===== config.mk =====
export PLATFORM = sky130hd
export DESIGN_NAME = clufr_top
export DESIGN_NICKNAME = d
export VERILOG_FILES = /design/src/hdl/clufr_top.v
export VERILOG_INCLUDE_DIRS = /design/src /design/src/hdl
export SDC_FILE = /design/constraint.sdc
export NUM_CORES = 1
export LEC_CHECK = 0
export BUFFER_PORTS_ARGS = -buffer_cell sky130_fd_sc_hd__buf_4
export CORE_MARGIN = 3
export CORE_UTILIZATION = 36
export DETAILED_ROUTE_END_ITERATION = 6
export SETUP_SLACK_MARGIN = 0.02
export SLEW_MARGIN = 20
export SYNTH_ARGS = -nofsm -noshare
export SYNTH_HDL_FRONTEND = slang
export SYNTH_SLANG_ARGS = --single-unit

===== constraint.sdc =====
create_clock -name clock -period 4.27 [get_ports clock]
set_clock_uncertainty 0.2 [all_clocks]
set_input_delay 0.427 -clock clock [delete_from_list [all_inputs] [get_ports clock]]
set_output_delay 0.427 -clock clock [all_outputs]
set_load 0.03 [all_outputs]

===== src/hdl/clufr_map.vh =====
`ifndef CLUFR_MAP_VH
`define CLUFR_MAP_VH
// Register indices on the plain register port
`define CLUFR_REG_CTRL      4'h0
`define CLUFR_REG_STATUS    4'h1
`define CLUFR_REG_FIFO      4'h2
`define CLUFR_REG_LEVEL     4'h3
`define CLUFR_REG_CRC       4'h4
`define CLUFR_REG_ERR       4'h5
`define CLUFR_REG_KEY       4'h6
`define CLUFR_REG_IDT       4'h7
// Control field positions
`define CLUFR_CTRL_MODE_LO  0
`define CLUFR_CTRL_MODE_HI  1
`define CLUFR_CTRL_SPD_LO   2
`define CLUFR_CTRL_SPD_HI   3
`define CLUFR_CTRL_TX_GO    4
`define CLUFR_CTRL_INIT_REQ 5
`define CLUFR_CTRL_CRYPT    6
`define CLUFR_CTRL_RX_EN    7
`define CLUFR_CTRL_RESET    8'h00
// Modes
`define CLUFR_MODE_14A      2'h0
`define CLUFR_MODE_MAN      2'h1
`define CLUFR_MODE_NFC_ACT  2'h2
`define CLUFR_MODE_NFC_PAS  2'h3
// Speeds
`define CLUFR_SPD_106       2'h0
`define CLUFR_SPD_212       2'h1
`define CLUFR_SPD_424       2'h2
`define CLUFR_SPD_HIGH      2'h3
// Bit periods in carrier cycles
`define CLUFR_BIT_106       8'h80
`define CLUFR_BIT_212       8'h40
`define CLUFR_BIT_424       8'h20
`define CLUFR_SUBCARRIER_DIV 8'h10
// Coding selections
`define CLUFR_CODE_MILLER   2'h0
`define CLUFR_CODE_MANCH    2'h1
`define CLUFR_CODE_BPSK     2'h2
`define CLUFR_CODE_EXT      2'h3
// Modulation depth selections
`define CLUFR_ASK_100       2'h0
`define CLUFR_ASK_8_14      2'h1
`define CLUFR_ASK_8_30      2'h2
`define CLUFR_ASK_LOAD      2'h3
// CRC constants
`define CLUFR_CRC_MAN_INIT  16'h0000
`define CLUFR_CRC_MAN_POLY  16'h1021
`define CLUFR_CRC_14A_INIT  16'h6363
`define CLUFR_CRC_14A_POLY  16'h8408
// Preamble plus sync bytes that the Manchester check value skips
`define CLUFR_MAN_HDR_BYTES 4'h8
// FIFO
`define CLUFR_FIFO_DEPTH    64
`define CLUFR_FIFO_AW       6
// Initial field wait time
`define CLUFR_IDT_US        5
`define CLUFR_CLK_MHZ       100
`define CLUFR_IDT_CYCLES    (`CLUFR_IDT_US * `CLUFR_CLK_MHZ)
`endif


===== src/hdl/clufr_top.v =====
`timescale 1ns/10ps
`include "clufr_map.vh"
module clufr_top #(
	parameter IDT_CYCLES = `CLUFR_IDT_CYCLES
) (
	input  wire        clock,
	input  wire        rst_n,
	input  wire [3:0]  addr,
	input  wire [7:0]  wdata,
	input  wire        wr,
	input  wire        rd,
	output reg  [7:0]  rdata,
	input  wire        rf_level,
	input  wire [1:0]  rx_scheme,
	input  wire        rx_valid,
	input  wire [7:0]  rx_byte,
	input  wire        rx_end,
	input  wire        tx_ready,
	output reg         tx_valid,
	output reg  [7:0]  tx_byte,
	output reg  [1:0]  tx_coding,
	output reg  [1:0]  tx_ask,
	output reg  [7:0]  bit_period,
	output reg  [1:0]  rx_coding,
	output reg  [1:0]  rx_mode_sel,
	output reg         field_on,
	output reg         load_mod,
	output reg         ext_modem,
	input  wire        sc_in,
	output reg         sc_out
);
	localparam ST_IDLE = 2'h0;
	localparam ST_DATA = 2'h1;
	localparam ST_CRC1 = 2'h2;
	localparam ST_CRC2 = 2'h3;

	reg  [7:0]  ctrl;
	reg  [7:0]  key;
	reg  [7:0]  fifo_mem [0:`CLUFR_FIFO_DEPTH-1];
	reg  [5:0]  wptr;
	reg  [5:0]  rptr;
	reg  [6:0]  level;
	reg  [1:0]  state;
	reg  [15:0] crc;
	reg  [15:0] rx_crc;
	reg         ovf_err;
	reg         unf_err;
	reg         crc_err;
	reg         rx_ok;
	reg         initiator;
	reg         rf_seen;
	reg  [15:0] idle_cnt;
	reg  [7:0]  crypt;
	reg  [3:0]  hdr_cnt;
	wire [1:0]  mode = ctrl[`CLUFR_CTRL_MODE_HI:`CLUFR_CTRL_MODE_LO];
	wire [1:0]  spd  = ctrl[`CLUFR_CTRL_SPD_HI:`CLUFR_CTRL_SPD_LO];
	wire        fifo_full  = (level == 7'h40);
	wire        fifo_empty = (level == 7'h00);
	wire        host_push  = wr && (addr == `CLUFR_REG_FIFO);
	wire        host_pop   = rd && (addr == `CLUFR_REG_FIFO);
	wire        tx_pop     = (state == ST_DATA) && !fifo_empty && (!tx_valid || tx_ready);
	wire        rx_push    = rx_valid && ctrl[`CLUFR_CTRL_RX_EN];
	wire        push = (host_push && !fifo_full) || (rx_push && !host_push && !fifo_full);
	wire        pop  = (host_pop && !fifo_empty) || (tx_pop && !host_pop);
	wire [7:0]  push_data = host_push ? wdata : rx_byte;
	wire        man_crc = (mode != `CLUFR_MODE_14A) && (spd != `CLUFR_SPD_106);
	wire [7:0]  tx_plain = fifo_mem[rptr];
	wire [7:0]  tx_data  = (ctrl[`CLUFR_CTRL_CRYPT] && mode == `CLUFR_MODE_14A) ? tx_plain ^ crypt : tx_plain;

	// Byte update of either CRC flavour
	function [15:0] crc_byte;
		input [15:0] c;
		input [7:0]  d;
		input        msb;
		integer      i;
		reg   [15:0] r;
		begin
			r = c;
			for (i = 0; i < 8; i = i + 1) begin
				if (msb)
					r = ((r[15] ^ d[7-i]) ? ((r << 1) ^ `CLUFR_CRC_MAN_POLY) : (r << 1));
				else
					r = ((r[0] ^ d[i]) ? ((r >> 1) ^ `CLUFR_CRC_14A_POLY) : (r >> 1));
			end
			crc_byte = r;
		end
	endfunction

	// Host FIFO storage and pointers
	always @(posedge clock) begin
		if (push)
			fifo_mem[wptr] <= push_data;
	end

	always @(posedge clock) begin
		if (!rst_n) begin
			wptr    <= 6'h00;
			rptr    <= 6'h00;
			level   <= 7'h00;
			ovf_err <= 1'b0;
			unf_err <= 1'b0;
		end else begin
			if (push)
				wptr <= wptr + 6'h01;
			if (pop)
				rptr <= rptr + 6'h01;
			level <= level + {6'h00, push} - {6'h00, pop};
			// Errors set wins over clear
			if ((host_push || rx_push) && fifo_full)
				ovf_err <= 1'b1;
			else if (wr && addr == `CLUFR_REG_ERR && wdata[0])
				ovf_err <= 1'b0;
			if (host_pop && fifo_empty)
				unf_err <= 1'b1;
			else if (wr && addr == `CLUFR_REG_ERR && wdata[1])
				unf_err <= 1'b0;
		end
	end

	// Control registers
	always @(posedge clock) begin
		if (!rst_n) begin
			ctrl <= `CLUFR_CTRL_RESET;
			key  <= 8'h00;
		end else begin
			if (wr && addr == `CLUFR_REG_CTRL)
				ctrl <= wdata;
			else if (state != ST_IDLE)
				ctrl[`CLUFR_CTRL_TX_GO] <= 1'b0;
			if (wr && addr == `CLUFR_REG_KEY)
				key <= wdata;
		end
	end

	// Transmit sequencer: host bytes then appended CRC
	always @(posedge clock) begin
		if (!rst_n) begin
			state    <= ST_IDLE;
			crc      <= `CLUFR_CRC_MAN_INIT;
			tx_valid <= 1'b0;
			tx_byte  <= 8'h00;
			crypt    <= 8'h00;
			hdr_cnt  <= 4'h0;
		end else begin
			if (tx_valid && tx_ready)
				tx_valid <= 1'b0;
			case (state)
				ST_IDLE: begin
					crypt   <= key;
					hdr_cnt <= 4'h0;
					crc   <= man_crc ? `CLUFR_CRC_MAN_INIT : `CLUFR_CRC_14A_INIT;
					if (ctrl[`CLUFR_CTRL_TX_GO] && (field_on || load_mod || mode == `CLUFR_MODE_NFC_ACT))
						state <= ST_DATA;
				end
				ST_DATA: begin
					if (tx_pop) begin
						tx_valid <= 1'b1;
						tx_byte  <= tx_data;
						crypt    <= {crypt[6:0], crypt[7] ^ crypt[5] ^ crypt[4] ^ crypt[3]};
						// Manchester check value starts at the length byte
						if (hdr_cnt != `CLUFR_MAN_HDR_BYTES)
							hdr_cnt <= hdr_cnt + 4'h1;
						if (!man_crc || hdr_cnt == `CLUFR_MAN_HDR_BYTES)
							crc <= crc_byte(crc, tx_plain, man_crc);
					end else if (fifo_empty && (!tx_valid || tx_ready))
						state <= ST_CRC1;
				end
				ST_CRC1: begin
					if (!tx_valid || tx_ready) begin
						tx_valid <= 1'b1;
						tx_byte  <= man_crc ? crc[15:8] : crc[7:0];
						state    <= ST_CRC2;
					end
				end
				ST_CRC2: begin
					if (!tx_valid || tx_ready) begin
						tx_valid <= 1'b1;
						tx_byte  <= man_crc ? crc[7:0] : crc[15:8];
						state    <= ST_IDLE;
					end
				end
				default: state <= ST_IDLE;
			endcase
		end
	end

	// Receive CRC check over every received byte including CRC
	always @(posedge clock) begin
		if (!rst_n) begin
			rx_crc  <= `CLUFR_CRC_MAN_INIT;
			crc_err <= 1'b0;
			rx_ok   <= 1'b0;
		end else begin
			if (!ctrl[`CLUFR_CTRL_RX_EN])
				rx_crc <= man_crc ? `CLUFR_CRC_MAN_INIT : `CLUFR_CRC_14A_INIT;
			else if (rx_end) begin
				rx_crc <= man_crc ? `CLUFR_CRC_MAN_INIT : `CLUFR_CRC_14A_INIT;
				rx_ok  <= (rx_crc == (man_crc ? 16'h0000 : 16'h0000)) ? 1'b1 : 1'b0;
			end else if (rx_push)
				rx_crc <= crc_byte(rx_crc, rx_byte, man_crc);
			if (rx_end && rx_crc != 16'h0000)
				crc_err <= 1'b1;
			else if (wr && addr == `CLUFR_REG_ERR && wdata[2])
				crc_err <= 1'b0;
		end
	end

	// Field control: target by default, initiator after quiet wait
	always @(posedge clock) begin
		if (!rst_n) begin
			initiator <= 1'b0;
			idle_cnt  <= 16'h0000;
			rf_seen   <= 1'b0;
		end else begin
			rf_seen <= rf_level;
			if (!ctrl[`CLUFR_CTRL_INIT_REQ] || rf_level) begin
				idle_cnt <= 16'h0000;
				if (!ctrl[`CLUFR_CTRL_INIT_REQ])
					initiator <= 1'b0;
			end else if (idle_cnt >= IDT_CYCLES[15:0] - 16'h0001)
				initiator <= 1'b1;
			else
				idle_cnt <= idle_cnt + 16'h0001;
		end
	end

	// Coding, modulation and modem selection per mode and speed
	always @(posedge clock) begin
		if (!rst_n) begin
			tx_coding   <= `CLUFR_CODE_MILLER;
			tx_ask      <= `CLUFR_ASK_100;
			bit_period  <= `CLUFR_BIT_106;
			rx_coding   <= `CLUFR_CODE_MANCH;
			rx_mode_sel <= `CLUFR_MODE_14A;
			field_on    <= 1'b0;
			load_mod    <= 1'b0;
			ext_modem   <= 1'b0;
			sc_out      <= 1'b0;
		end else begin
			bit_period <= (spd == `CLUFR_SPD_106) ? `CLUFR_BIT_106 :
			              (spd == `CLUFR_SPD_212) ? `CLUFR_BIT_212 : `CLUFR_BIT_424;
			ext_modem  <= (spd == `CLUFR_SPD_HIGH);
			sc_out     <= (spd == `CLUFR_SPD_HIGH) ? (tx_valid & tx_byte[7]) : sc_in;
			rx_mode_sel <= rx_scheme;
			if (spd == `CLUFR_SPD_HIGH) begin
				tx_coding <= `CLUFR_CODE_EXT;
				tx_ask    <= `CLUFR_ASK_100; // Depth is the external modem's job
				rx_coding <= `CLUFR_CODE_EXT;
			end else if (mode == `CLUFR_MODE_14A) begin
				tx_coding <= `CLUFR_CODE_MILLER;
				tx_ask    <= `CLUFR_ASK_100;
				rx_coding <= (spd == `CLUFR_SPD_106) ? `CLUFR_CODE_MANCH : `CLUFR_CODE_BPSK;
			end else if (mode == `CLUFR_MODE_MAN) begin
				tx_coding <= `CLUFR_CODE_MANCH;
				tx_ask    <= `CLUFR_ASK_8_14;
				rx_coding <= `CLUFR_CODE_MANCH;
			end else begin
				tx_coding <= (spd == `CLUFR_SPD_106) ? `CLUFR_CODE_MILLER : `CLUFR_CODE_MANCH;
				tx_ask    <= (spd == `CLUFR_SPD_106) ? `CLUFR_ASK_100 : `CLUFR_ASK_8_30;
				rx_coding <= (spd == `CLUFR_SPD_106) ? `CLUFR_CODE_MILLER : `CLUFR_CODE_MANCH;
			end
			// Field rules per role
			if (mode == `CLUFR_MODE_NFC_ACT || mode == `CLUFR_MODE_NFC_PAS) begin
				field_on <= initiator || (mode == `CLUFR_MODE_NFC_ACT && state != ST_IDLE);
				load_mod <= !initiator && mode == `CLUFR_MODE_NFC_PAS;
			end else begin
				field_on <= 1'b1;
				load_mod <= 1'b0;
			end
		end
	end

	// Register read port, data one cycle after strobe
	always @(posedge clock) begin
		if (!rst_n)
			rdata <= 8'h00;
		else if (rd) begin
			case (addr)
				`CLUFR_REG_CTRL:   rdata <= ctrl;
				`CLUFR_REG_STATUS: rdata <= {rx_mode_sel, rf_seen, initiator, rx_ok, fifo_full, fifo_empty, state != ST_IDLE};
				`CLUFR_REG_FIFO:   rdata <= fifo_empty ? 8'h00 : fifo_mem[rptr];
				`CLUFR_REG_LEVEL:  rdata <= {1'b0, level};
				`CLUFR_REG_CRC:    rdata <= crc[7:0];
				`CLUFR_REG_ERR:    rdata <= {5'h00, crc_err, unf_err, ovf_err};
				`CLUFR_REG_KEY:    rdata <= key;
				`CLUFR_REG_IDT:    rdata <= {7'h00, rf_level};
				default:           rdata <= 8'h00;
			endcase
		end else
			rdata <= 8'h00;
	end
endmodule // clufr_top


==> impl_metrics.toml <==
[status]
outcome = "finished clean"

[sta]
maxSlewViolCount = 0
rsz0062_at_grt = "false"
finalSetupViolCount = 0
fmax_mhz = 254
hold_viol = 0
period_minus_slack_ns = 3.93
fin_hold_ws_ns = 0.0673
max_slew_margin_pct = 42.4
tns_ns = 0
worst_pin_slew_ns = 0.864
timing.final.crit_share_pct = 92.1

[drt]
via_count = 16800
vias_per_cell = 5.45
wl_per_cell_um = 24.3
drt_wl_total_um = 75200
drc = 0
first_pass_iters = 6
drt_iter0_drc = 1748
final_antenna_net_count = 0

[finish]
fin_util_pct = 43.0
syn_to_final_growth_pct = 17.9
diodes = 0
multi_input_area_um2 = 8970
final_cell_mix = "edfxtp_1 (512), buf_4 (183), nor2_1 (169)"
layout-drive-gt1-share_pct = 22.4
n_fill_cell = 6799
final_common_cell = "edfxtp_1"
seq_area_um2 = 18200
fin_nets = 2059
design_area_um2 = 32800

[synth]
synth-edff-count = 512
synth_warnings = 0
synthTopCellsByArea = "edfxtp_1 (55%), dfxtp_1 (10%), mux4_2 (10%)"
synth_area_leader_cell = "edfxtp_1"
synth_top_area_share_pct = 55.3
ys_ff_latch = 652
synth_cell_types = 79
async_flop_share_pct = 0
yosys_most_used_dff = "edfxtp_1"
avgSynthCellArea_um2 = 15.2
syn_inst = 1828
synth.cell_area_um2 = 27800
seq_area_frac_synth_pct = 65.3

[clocking]
h-tree-depth = 3
cts_root_buf = "clkbuf_16"
cts_resized = 0
cts_tree = "built"
numClockSinks = 652
clk_pin_slew_ns = 0.06
clock_latency_ns = 0.62
cts_buffer_depth = 3
numCtsBuffers = 71

[power]
powerDensity_nw_per_um2 = 486
p_sw_uw = 4040
seqPwrFrac_pct = 44.6
internal_power_uw = 11900
irDropWorstVdd_mv = 0.283
p_sw_share_pct = 25.3
p_total_uw = 16000
clkPwrFrac_pct = 40.6
power_frac_comb_pct = 14.7
leakagePower_uw = 0.0110

[floorplan]
die_x_um = 284
die_h_um = 284
rows = 101
start_util_pct = 36.5
dieArea_um2 = 80600
pin_count = 68
core-area_um2 = 76200

[worst_setup_path]
setup.worst_path.start_class = "flop"
r2r_cells = 10
rrSetupSlack_ns = 0.34
crit_path_max_fanout = 38
worst_setup_path_end_kind = "flop"
r2r-end = "crc[13]"
arrival_ns = 4.26
critical_path_required_ns = 4.59
worstSetupPathType = "flop to flop"

[hold_path]
min_path_cells = 4
worstHoldStart = "rd"
hp-class = "input pin to flop"
min_to = "unf_err"

[flow_run]
drv_cap = 0

[placement]
place_hpwl_um = 50800
gp_congestion = 0.918
io_buffer_count = 62
placed_area_um2 = 30100

[grt]
grt_pass1_wl_um = 113000
grt_start_max_net_pins = 65
antenna_found_initial = 1
grt_pass1_vias = 16900
overflow = 0
track_usage_pct = 18.6
cells by family (layout without fill, tap and decap cells):
family          count (synthesis)  count (layout)  synth area share [%]
compound gates                249             249                  6.37
xor+xnor                      131             131                  4.56
fa+ha+maj                      19              19                 0.882
buf+inv                       134             366                  2.52
flops                         652             652                  65.3
mux                           195             195                  12.9
other cells                     1               5                0.0135
simple gates                  447             447                  7.41
registers in the layout, indices dropped and copies added (netlist names), 3 cells and up, named ones only:
name        count
fifo_mem      512
crc            16
tx_byte         8
bit_period      3
wptr            6
ctrl            8
idle_cnt       16
rptr            6
crypt           8
hdr_cnt         4
rdata           8
key             8
level           7
rx_crc         16
how the worst max path moves through the flow:
stage                     to  cells after the start  slack [ns]
floorplan           level[6]                     17        0.72
global placement      crc[3]                     11        0.47
detailed placement   crc[13]                     10        0.39
CTS                   crc[8]                     10        0.35
global route        level[6]                     18        0.20
finish               crc[13]                     10        0.34
power by group through the flow:
stage | clock [µW] | sequential [µW] | combinational [µW]
2_1_floorplan | 0 | 7220 | 1730
3_3_place_gp | 0 | 7250 | 2310
3_5_place_dp | 0 | 7260 | 2340
4_1_cts | 6600 | 7120 | 2360
5_1_grt | 6880 | 7140 | 2550
6_report | 6480 | 7120 | 2350
metrics by stage:
step                setup slack [ns]  std cells
CTS                            0.345       3094
detailed placement             0.391       2945
finish                         0.337       3094
floorplan                      0.723       1832
global route                   0.196       3094
global placement               0.473       2945
cell usage after synthesis (all sizes together), types with 32 or more instances:
master,n
mux4,128
nand2,116
xnor2,72
nor2,170
edfxtp,512
buf,61
xor2,52
a22oi,32
nand3,43
o21ai,38
mux2i,55
a21oi,51
dfxtp,140
clkbuf,49
worst max-delay path, cell delays in order, from the launching register on:
cell and delay (ns):
dfxtp_4 0.40, buf_12 0.29, mux4_2 0.58, mux4_2 0.48, a22oi_1 0.29, and3_1 0.44, xnor2_1 0.24, xnor2_1 0.45
xnor2_1 0.17, a21oi_1 0.08, a211oi_1 0.17
final cells by class:
type | count | share of cell area, %
repair buffers | 214 | 5.44
clock buffers | 85 | 5.83
inverters | 24 | 0.275
multi-input cells | 1046 | 27.3
well taps | 1030 | 3.93
flip-flops and latches | 652 | 55.4
clock inverters | 43 | 1.74
routing by layer:
layer  track usage [%]  part of all wire (%)  vias to the layer above
met5                 0                 0.017                        -
met4              6.29                   3.4                        2
met3              4.07                   8.0                      137
met2              29.3                    47                      765
met1              25.5                    42                     8587
li1                  -                     -                     7356
repair_timing:
item | in CTS | in global routing
buffers inserted | 0 | 0
endpoints found under the hold margin | 37 | 0
hold buffers | 21 | 0
(Power assumes the default switching activity.)
